[config.mk]
export PLATFORM = sky130hd
export DESIGN_NAME = fli_fpu_flags
export DESIGN_NICKNAME = d
export VERILOG_FILES = /design/src/logic/fli_pkg.sv /design/src/logic/fli_rf_if.sv /design/src/logic/fli_regfile.sv /design/src/logic/fli_fpu_flags.sv
export SDC_FILE = /design/constraint.sdc
export NUM_CORES = 1
export LEC_CHECK = 0
export ABC_AREA = 1
export BUFFER_PORTS_ARGS = -buffer_cell sky130_fd_sc_hd__clkbuf_2
export CAP_MARGIN = 20
export CORE_MARGIN = 8
export CORE_UTILIZATION = 30
export CTS_BUF_LIST = sky130_fd_sc_hd__clkbuf_16
export DETAILED_ROUTE_END_ITERATION = 6
export GPL_ROUTABILITY_DRIVEN = 0
export PLACE_DENSITY_LB_ADDON = 0.1
export RECOVER_POWER = 100
export SYNTH_ARGS = -nofsm -noshare
export SYNTH_HDL_FRONTEND = slang
export SYNTH_SLANG_ARGS = --single-unit
[constraint.sdc]
create_clock -name clock -period 3.79 [get_ports clock]
set_clock_uncertainty 0.1 [all_clocks]
set_input_delay 0.758 -clock clock [delete_from_list [all_inputs] [get_ports clock]]
set_output_delay 0.758 -clock clock [all_outputs]
set_load 0.1 [all_outputs]
[src/logic/fli_pkg.sv]
// Functional notes
// - Estimate ops give results; their flags untrusted
// - Underflow, overflow flags are status bits 0,1
// - Flags drive group 12 channels six, seven
// - Flags stay set until set_flags_op or a status move writes zero
// - Pending request taken when enable returns
// - Whole status register readable and writable
// - Other arithmetic sets flags on under/overflow
// - Execute stage three stall freezes stages two and three
// - Late consumer reads register file, no forwarding
// - Two-cycle result forwarded to read stage two
package fli_pkg;
    // ****************************************
    // Status register layout
    // ****************************************
    localparam int          STAT_W        = 32;
    localparam int          LUF_BIT       = 0;
    localparam int          LVF_BIT       = 1;
    localparam logic [31:0] FLAG_MASK     = 32'h0000_0003;
    localparam logic [31:0] STAT_RESET    = 32'h0000_0000;
    // ****************************************
    // Interrupt group layout
    // ****************************************
    localparam int          GRP_W         = 16;
    localparam int          CH_UF         = 6;
    localparam int          CH_OF         = 7;
    localparam logic [15:0] GRP_FLAG_MASK = 16'h00C0;
    localparam logic [15:0] GRP_RESET     = 16'h0000;
    // ****************************************
    // Pipeline
    // ****************************************
    localparam int          REG_AW        = 3;
    localparam int          DATA_W        = 32;
    typedef enum logic [2:0]
    {
        OP_NONE     = 3'b000,
        OP_MUL      = 3'b001,
        OP_ADD      = 3'b010,
        OP_SUB      = 3'b011,
        OP_MAC      = 3'b100,
        OP_RECIP    = 3'b101,
        OP_INVSQRT  = 3'b110,
        OP_OTHER    = 3'b111
    } fli_op_t;
endpackage

[src/logic/fli_rf_if.sv]
`timescale 1ns/1ns
// Register file read and write port bundle
interface fli_rf_if;
    import fli_pkg::*;
    logic                 we;
    logic [REG_AW-1:0]    waddr;
    logic [DATA_W-1:0]    wdata;
    logic [REG_AW-1:0]    raddr;
    logic [DATA_W-1:0]    rdata;
    modport owner (input we, input waddr, input wdata, input raddr, output rdata);
    modport user  (output we, output waddr, output wdata, output raddr, input rdata);
endinterface

[src/logic/fli_regfile.sv]
`timescale 1ns/1ns
// ****************************************
// FPU register file, registered read
// ****************************************
module fli_regfile
    import fli_pkg::*;
(
    // Clock and reset
    input  wire logic clock,
    input  wire logic rst_n,
    // Ports
    fli_rf_if.owner   rf
);
    logic [DATA_W-1:0] mem [2**REG_AW];
    logic [DATA_W-1:0] next_rdata;

    // Write-through so a same-cycle write is seen by the read
    always_comb
    begin
        next_rdata = mem[rf.raddr];
        if (rf.we && rf.waddr == rf.raddr)
            next_rdata = rf.wdata;
    end

    // Storage has no reset; read data register does
    always_ff @(posedge clock)
    begin
        if (rf.we)
            mem[rf.waddr] <= rf.wdata;
    end

    always_ff @(posedge clock or negedge rst_n)
    begin
        if (!rst_n)
            rf.rdata <= '0;
        else
            rf.rdata <= next_rdata;
    end
endmodule

[src/logic/fli_fpu_flags.sv]
`timescale 1ns/1ns
// ****************************************
// FPU latched flags, group 12 routing and
// two-cycle result forwarding
// ****************************************
module fli_fpu_flags
    import fli_pkg::*;
(
    // Clock and reset
    input  wire logic              clock,
    input  wire logic              rst_n,
    // Issue into execute stage one
    input  wire logic              issue_valid,
    input  wire fli_op_t           issue_op,
    input  wire logic [REG_AW-1:0] issue_dest,
    input  wire logic [DATA_W-1:0] issue_result,
    input  wire logic              issue_underflow,
    input  wire logic              issue_overflow,
    // Stall request in execute stage three
    input  wire logic              e3_stall,
    // Consumer operand at read stage two
    input  wire logic              r2_valid,
    input  wire logic [REG_AW-1:0] r2_src,
    // Set-flags instruction
    input  wire logic              set_flags_op_valid,
    input  wire logic              set_flags_op_luf_en,
    input  wire logic              set_flags_op_lvf_en,
    input  wire logic              set_flags_op_luf_val,
    input  wire logic              set_flags_op_lvf_val,
    // Status register move
    input  wire logic              stat_wr,
    input  wire logic [STAT_W-1:0] stat_wdata,
    output logic      [STAT_W-1:0] stat_rdata,
    // Interrupt expansion controller group 12
    input  wire logic              grp_ier_wr,
    input  wire logic [GRP_W-1:0]  grp_ier_wdata,
    input  wire logic              grp_ack,
    input  wire logic [GRP_W-1:0]  grp_ack_mask,
    output logic      [GRP_W-1:0]  grp_enable,
    output logic      [GRP_W-1:0]  grp_pending,
    output logic                   grp_irq,
    // Pipeline observation
    output logic                   pipe_hold,
    output logic      [DATA_W-1:0] r2_operand,
    output logic                   r2_operand_valid
);
    // ****************************************
    // Pipeline stages
    // ****************************************
    logic              e2_v, e3_v, next_e2_v, next_e3_v;
    fli_op_t           e2_op, e3_op, next_e2_op, next_e3_op;
    logic [REG_AW-1:0] e2_d, e3_d, next_e2_d, next_e3_d;
    logic [DATA_W-1:0] e2_r, e3_r, next_e2_r, next_e3_r;
    logic              e2_uf, e2_of, e3_uf, e3_of;
    logic              next_e2_uf, next_e2_of, next_e3_uf, next_e3_of;
    logic              fwd_hit, next_hold, rd_fwd, next_rd_fwd, rd_v, next_rd_v;
    logic [DATA_W-1:0] fwd_data, next_fwd_data, next_operand;
    logic [STAT_W-1:0] next_stat;
    logic [GRP_W-1:0]  next_en, next_pend, line_rise;
    logic [1:0]        line_prev, next_line_prev;
    logic              next_irq;
    logic [STAT_W-1:0] stat_reg;
    fli_rf_if          rf ();

    function automatic logic two_cycle(input fli_op_t op);
        two_cycle = (op == OP_MUL) || (op == OP_ADD) || (op == OP_SUB) || (op == OP_MAC);
    endfunction

    // Stall with stage three valid freezes stages two and three for the cycle; read stage runs on
    always_comb
    begin
        next_hold = e3_stall && e3_v;
        next_e2_v  = e2_v;
        next_e2_op = e2_op;
        next_e2_d  = e2_d;
        next_e2_r  = e2_r;
        next_e2_uf = e2_uf;
        next_e2_of = e2_of;
        next_e3_v  = e3_v;
        next_e3_op = e3_op;
        next_e3_d  = e3_d;
        next_e3_r  = e3_r;
        next_e3_uf = e3_uf;
        next_e3_of = e3_of;
        if (!next_hold)
        begin
            next_e2_v  = issue_valid;
            next_e2_op = issue_op;
            next_e2_d  = issue_dest;
            next_e2_r  = issue_result;
            next_e2_uf = issue_underflow;
            next_e2_of = issue_overflow;
            next_e3_v  = e2_v;
            next_e3_op = e2_op;
            next_e3_d  = e2_d;
            next_e3_r  = e2_r;
            next_e3_uf = e2_uf;
            next_e3_of = e2_of;
        end
    end

    // Register file written when producer leaves stage three
    assign rf.we    = e3_v && !next_hold;
    assign rf.waddr = e3_d;
    assign rf.wdata = e3_r;
    assign rf.raddr = r2_src;

    // Forward from stage three even while stalled; the old silicon lost this case
    always_comb
    begin
        fwd_hit       = r2_valid && e3_v && two_cycle(e3_op) && (e3_d == r2_src);
        next_rd_fwd   = fwd_hit;
        next_fwd_data = e3_r;
        next_rd_v     = r2_valid;
        // Producer gone: registered file read, already write-through
        next_operand  = rd_fwd ? fwd_data : rf.rdata;
    end

    // ****************************************
    // Latched flags and status register
    // ****************************************
    always_comb
    begin
        next_stat = stat_reg;
        if (stat_wr)
            next_stat = stat_wdata;
        if (set_flags_op_valid && set_flags_op_luf_en)
            next_stat[LUF_BIT] = set_flags_op_luf_val;
        if (set_flags_op_valid && set_flags_op_lvf_en)
            next_stat[LVF_BIT] = set_flags_op_lvf_val;
        // Estimate ops excluded: their flag outputs are not trusted
        if (e3_v && !next_hold && e3_op != OP_RECIP && e3_op != OP_INVSQRT)
        begin
            if (e3_uf)
                next_stat[LUF_BIT] = 1'b1;
            if (e3_of)
                next_stat[LVF_BIT] = 1'b1;
        end
    end

    // Group 12: rising flag lines latch pending; ack clears, set wins
    always_comb
    begin
        next_line_prev = next_stat[1:0] & 2'(FLAG_MASK);
        line_rise      = '0;
        line_rise[CH_UF] = next_line_prev[LUF_BIT] && !line_prev[LUF_BIT];
        line_rise[CH_OF] = next_line_prev[LVF_BIT] && !line_prev[LVF_BIT];
        next_en   = grp_ier_wr ? grp_ier_wdata : grp_enable;
        // Only the acknowledge path clears, so other channels are never lost
        next_pend = (grp_ack ? (grp_pending & ~grp_ack_mask) : grp_pending) | line_rise;
        // Held pending is taken as soon as its enable returns
        next_irq  = |(next_pend & next_en & GRP_FLAG_MASK);
    end

    // Registers only; every next value is worked out above
    always_ff @(posedge clock or negedge rst_n)
    begin
        if (!rst_n)
        begin
            e2_v             <= 1'b0;
            e2_op            <= OP_NONE;
            e2_d             <= '0;
            e2_r             <= '0;
            e2_uf            <= 1'b0;
            e2_of            <= 1'b0;
            e3_v             <= 1'b0;
            e3_op            <= OP_NONE;
            e3_d             <= '0;
            e3_r             <= '0;
            e3_uf            <= 1'b0;
            e3_of            <= 1'b0;
            rd_fwd           <= 1'b0;
            fwd_data         <= '0;
            rd_v             <= 1'b0;
            pipe_hold        <= 1'b0;
            r2_operand       <= '0;
            r2_operand_valid <= 1'b0;
            stat_reg         <= STAT_RESET;
            stat_rdata       <= STAT_RESET;
            line_prev        <= 2'b00;
            grp_enable       <= GRP_RESET;
            grp_pending      <= GRP_RESET;
            grp_irq          <= 1'b0;
        end
        else
        begin
            e2_v             <= next_e2_v;
            e2_op            <= next_e2_op;
            e2_d             <= next_e2_d;
            e2_r             <= next_e2_r;
            e2_uf            <= next_e2_uf;
            e2_of            <= next_e2_of;
            e3_v             <= next_e3_v;
            e3_op            <= next_e3_op;
            e3_d             <= next_e3_d;
            e3_r             <= next_e3_r;
            e3_uf            <= next_e3_uf;
            e3_of            <= next_e3_of;
            rd_fwd           <= next_rd_fwd;
            fwd_data         <= next_fwd_data;
            rd_v             <= next_rd_v;
            pipe_hold        <= next_hold;
            r2_operand       <= next_operand;
            r2_operand_valid <= rd_v;
            stat_reg         <= next_stat;
            stat_rdata       <= next_stat;
            line_prev        <= next_line_prev;
            grp_enable       <= next_en;
            grp_pending      <= next_pend;
            grp_irq          <= next_irq;
        end
    end

    fli_regfile u_rf
    (
        .clock (clock),
        .rst_n (rst_n),
        .rf    (rf.owner)
    );
endmodule

==> qor.txt, run 1 <==
Run status - finished with violations
Failing checks - capacitance limit, slew limit
Peak VDD IR - 0.3021 mV
CTS clk-pin slew, worst paths - 0.06 ns
Number of flip-flops in the largest register - 256
Number of setup violations in the final report - 0
CP Buf/Inv Count - 3
Kind of cell adding the most delay to the critical path - buffers and inverters
Post-synthesis sequential area ratio - 0.7196
Via/cell ratio - 4.364
Pin count of the biggest net entering global routing - 113
Crit path cell chain - clkbuf_2, clkbuf_1, xnor2_1, nand3_1, buf_4, nand3_1, o21ai_2
Setup CP Type - input pin to flop
Fin util - 0.3567
Pwr dens - 609.8 nW/µm²
Clock sinks - 503
Initial Util - 0.3011
Area fraction of the dominant cell type after synthesis - 0.3989
Final Max Tran Viols - 49
CTS resizes - 0
Root buf cell - clkbuf_16
Dpl cells - 2574
First-pass GRT wire length - 73730 µm
Die H - 269.5 µm
Area delta synth->final - 18.46%
Post-Syn Area per Cell - 12.36 µm²
Nets - 1899
Vias - 11705
Gr usage total - 0.1259
Area leader, netlist - edfxtp_1
Die width - 269.5 µm
Worst-Margin Slew - 1.935 ns
Most used cell, CP - nand3_1
Synthesized cell area - 19270 µm²
Syn_nets - 1679
RSZ-0062 raised after global routing - no
# rows - 93
Worst skew pair latency - 0.60 ns
CP required - 4.21 ns
Post-CTS Setup Bufs - 0
Max stage delay on crit path - 1.03 ns
CTS Buffer Depth - 3
IO Count - 219
Drt drc - 0
Routed WL - 46120 µm
Initial antenna violation count - 1
Slowest library cell on the worst path - clkbuf_1
Port Buffers - 218
CP arrival - 3.21 ns
CTS buffer count - 57
Vias in the first global route - 12583
Setup crit end kind - flop
Drt initial violations - 579
Full die area - 72610 µm²
Final ANT Viol Nets - 0
Distinct cells, synth - 25
Grt ovf - 0
Worst-path maximum fanout - 26
LEAKAGE - 9.673 nW
Setup_tns - 0 ns
Mapped Cells - 1559
Yosys reg bits - 503
1st-pass router iterations - 5
Min-delay worst type - input pin to flop
Slew headroom - -0.2898
CTS tree - yes
Hold buffers post-CTS - 1
Area contributors post-synth - edfxtp_1 (40%), dfrtp_1 (32%), nand2_1 (6.9%)
Ys Warns - 0
Tcrit/Tclk final - 0.7378
Placed wire-length estimate - 28680 µm
Antenna Cells - 0
Biggest register - u_rf.mem
Core area - 64000 µm²
H-tree depth - 2
Max-cap viol count - 2
Layout Cells excl Fill - 2682
Pwr Total - 13.92 mW
CP Launch Type - input pin
Final hold violations - 0
Drt wl/cell - 17.20 µm
Layout cells sized above 1 - 0.1549
Max Clock Freq - 0.3576 GHz
Min Clock Period, post-route - 2.796 ns
==> synthesized netlist by cell type (all sizes together) <==
cell	number
a21boi	14
a21oi	63
buf	41
clkbuf	45
clkinv	1
dfrtp	247
edfxtp	256
inv	173
mux2	48
nand2	354
nand3	101
nor2	11
nor4	1
o211ai	66
o21ai	135
xnor2	1
xor2	2
==> path summary, 6_finish.rpt <==
kind,depth (start not counted),slack [ns],start,endpoint
max in group asynchronous,3,1.12,rst_n,grp_pending[12]
hold / removal,1,0.20,r2_valid,rd_v
setup reg to reg,5,1.03,e3_v,u_rf.mem[1][13]
hold reg to reg,0,0.25,rd_v,r2_operand_valid
setup / recovery,7,0.99,r2_src[2],u_rf.rf.rdata[16]
min in group asynchronous,2,0.95,rst_n,e2_r[6]
==> where the power goes <==
group	total [mW]	switching [mW]	internal, mW
Combinational	1.94	1.57	0.374
Clock	5.25	2.19	3.06
Sequential	6.73	0.347	6.39
==> cell usage in the layout, fill, tap and decap left out, drive strengths merged <==
cell type    instances
a21boi              14
a21oi               63
buf                 18
bufinv               4
clkbuf             287
clkinv              24
dfrtp              247
dlygate4sd3          1
edfxtp             256
inv                194
mux2                48
nand2              354
nand3              101
nor2                11
nor4                 1
o211ai              66
o21ai              135
xnor2                1
xor2                 2
==> cell families after synthesis <==
family                    share of synthesized area
buffers and inverters                       0.05674
xor gates and xnor gates                   0.001364
AOI/OAI and AO/OA                           0.08881
and+or+nand+nor                              0.1054
muxes                                       0.02805
DFF                                          0.7196
==> layer usage <==
| metal | vias to the layer above | global-route usage | share of wire |
|---|---|---|---|
| met5 | - | 0 | 0.00020 |
| met4 | 2 | 0.03329 | 0.021 |
| met3 | 78 | 0.04063 | 0.067 |
| met2 | 253 | 0.1996 | 0.45 |
| met1 | 5676 | 0.1655 | 0.46 |
| li1 | 5696 | - | - |
==> final cells by class <==
cell class | instances | area, µm²
timing repair buffer | 247 | 1264
multi-input combinational | 796 | 4193
tap | 855 | 1070
clock buffer | 59 | 1476
inverter | 174 | 653.1
fill | 6438 | 41170
clock inverter | 48 | 306.5
sequential | 503 | 13870
==> metrics by stage <==
step,instance area (µm²),worst slack (ns),hold WS (ns)
floorplan,19270,0.6816,0.2312
global placement,21400,1.071,0.2330
detailed placement,21400,1.060,0.2435
CTS,23200,1.362,0.1456
global route,22830,0.6853,0.1541
finish,22830,0.9939,0.1964
Power figures use the tool's default switching activity.
==> inputs of run 2 (changes only) <==
clock period = 2.25 ns   (was 3.79 ns; I/O delays follow)
==> qor.txt, run 2 (synthesized netlist as in run 1, its figures left out) <==
Number of flip-flops in the largest register - 256 (unchanged)
Vias - 12147 (+3.8%)
R2R Path Start - e3_v
Routed WL - 46380 µm (+0.56%)
Pwr Total - 23.44 mW (+68%)
Worst-Margin Slew - 1.153 ns (-0.7819 ns)
Final Max Tran Viols - 0 (-100%)
CTS clk-pin slew, worst paths - 0.06 ns (about the same)
CTS tree - yes
Worst-path maximum fanout - 3 (-88%)
Setup CP Type - flop to primary output
Layout cells sized above 1 - 0.1978 (+0.04295)
Worst setup startpoint - line_prev[0]
Placed wire-length estimate - 28570 µm (-0.41%)
Initial antenna violation count - 0 (-1)
CTS Buffer Depth - 3 (unchanged)
Max-cap viol count - 0 (-2)
Slowest library cell on the worst path - clkbuf_2
1st-pass router iterations - 5 (unchanged)
Max Clock Freq - 0.4919 GHz
Full die area - 72610 µm² (unchanged)
Port Buffers - 218 (unchanged)
Vias in the first global route - 13072 (+3.9%)
H-tree depth - 2 (unchanged)
Worst hold path startpoint - set_flags_op_luf_val
Fin worst setup slack - 0.2172 ns (-0.7767 ns)
Number of setup violations in the final report - 0 (unchanged)
Kind of cell adding the most delay to the critical path - buffers and inverters
RSZ-0062 raised after global routing - no
Min Clock Period, post-route - 2.033 ns
First-pass GRT wire length - 74940 µm (+1.6%)
Tcrit/Tclk final - 0.9035
Min-delay worst type - input pin to flop
Final hold violations - 0 (unchanged)
Die H - 269.5 µm (unchanged)
Grt ovf - 0 (unchanged)
CP arrival - 1.48 ns (-1.73 ns)
Worst skew pair latency - 0.60 ns (about the same)
CP Buf/Inv Count - 1 (-2)
Slew headroom - 0.2315 (+0.5213)
CTS buffer count - 57 (unchanged)
Initial Util - 0.3011 (unchanged)
Core area - 64000 µm² (unchanged)
Gr usage total - 0.1270 (+0.001112)
# rows - 93 (unchanged)
CP required - 1.70 ns (-2.51 ns)
Die width - 269.5 µm (unchanged)
Clock sinks - 503 (unchanged)
Post-CTS Setup Bufs - 0 (unchanged)
CTS resizes - 0 (unchanged)
LEAKAGE - 10.50 nW (+8.5%)
Pin count of the biggest net entering global routing - 128 (+13%)
Max stage delay on crit path - 0.49 ns (-0.54 ns)
Drt wl/cell - 16.53 µm (-3.9%)
Peak VDD IR - 0.5594 mV (+85%)
Area delta synth->final - 25.38%
Crit path cell chain - clkbuf_2
Final ANT Viol Nets - 0 (unchanged)
Run status - complete, no violations
Pwr dens - 970.1 nW/µm² (+59%)
CP Launch Type - flop
Via/cell ratio - 4.329 (-0.81%)
IO Count - 219 (unchanged)
Crit path depth - 1 (-6)
Hold Crit Depth - 3 (+2)
Antenna Cells - 0 (unchanged)
Setup crit end kind - primary output
Nets - 2022 (+6.5%)
Setup slack at placement - 0.2226 ns (-0.8376 ns)
Drt initial violations - 688 (+19%)
Most common cell after layout, fill and taps aside - nand2_1
Most frequent cells in the layout - nand2_1 (354), edfxtp_1 (256), dfrtp_1 (246), clkbuf_2 (213), inv_1 (196)
Biggest register - u_rf.mem
Root buf cell - clkbuf_16
Drt drc - 0 (unchanged)
Worst Reg-to-Reg Cells - 6 (+1)
[run 2: changes by cell type in the layout (fill, tap and decap cells not counted), moves of 2 or more]
cell           before  now
nor2_4              4    2
buf_12              9   16
clkbuf_16          59   61
nand3_1            98  100
clkinv_2            9    6
clkbuf_4            0    4
clkbuf_2          117  213
nand3_2             3    0
dlygate4sd3_1       1  106
clkbuf_1          111   21
bufinv_16           4    1
clkinv_1           14   11
inv_1             188  196
[run 2: stage by stage]
stage / hold WS [ns] / cells / cell area, µm² / util / setup TNS, ns
2_1_floorplan: 0.05441 / 1559 / 19290 / - / -20.10
3_3_place_gp: 0.2341 / 2592 / 21700 / 0.3391 / 0
3_5_place_dp: 0.2405 / 2592 / 21700 / 0.3391 / 0
4_1_cts: 0.006581 / 2806 / 24510 / 0.3830 / 0
5_1_grt: 0.05668 / 2806 / 24160 / 0.3776 / 0
6_report: 0.05344 / 2806 / 24160 / 0.3776 / 0
[run 2: final cells by class]
cell class / count / area [µm²]
Fill cell: 6346 / 39840
Sequential cell: 503 / 13870
Multi-Input combinational cell: 796 / 4178
Timing Repair Buffer: 370 / 2646
Clock buffer: 61 / 1526
Tap cell: 855 / 1070
Inverter: 174 / 653.1
Clock inverter: 47 / 220.2
[run 2: layer usage]
metal / vias up / GRT usage / wire length, µm
met2: 248 / 0.2071 / 21590
li1: 5949 / - / -
met3: 56 / 0.03346 / 2655
met5: - / 0 / 0
met4: 0 / 0.03470 / 817
met1: 5894 / 0.1665 / 21310
[run 2: power by group]
part           internal [mW]  switching, mW  total, mW
Combinational          0.832           2.69       3.52
Clock                   4.95           3.65       8.60
Sequential              10.8          0.561       11.3
Total                   16.5           6.91       23.4
[run 2: worst paths after layout]
check / end / slack, ns
max in group asynchronous: grp_enable[11] / 0.56
worst max register to register: u_rf.mem[6][5] / 0.29
min in group asynchronous: r2_operand[16] / 0.28
worst max-delay path: stat_rdata[0] / 0.22
worst min register to register: r2_operand_valid / 0.26
worst min-delay path: line_prev[0] / 0.05
[run 2: worst min-delay path, delay by kind of cell]
family,cells,cell delay (ns)
simple gates,1,0.09
compound gates,1,0.10
buf+inv,1,0.07
[run 2: timing repair]
item / in CTS / in global routing
hold buffers: 106 / 0
endpoints found under the hold margin: 148 / 0
endpoints found under the setup margin: 0 / 0
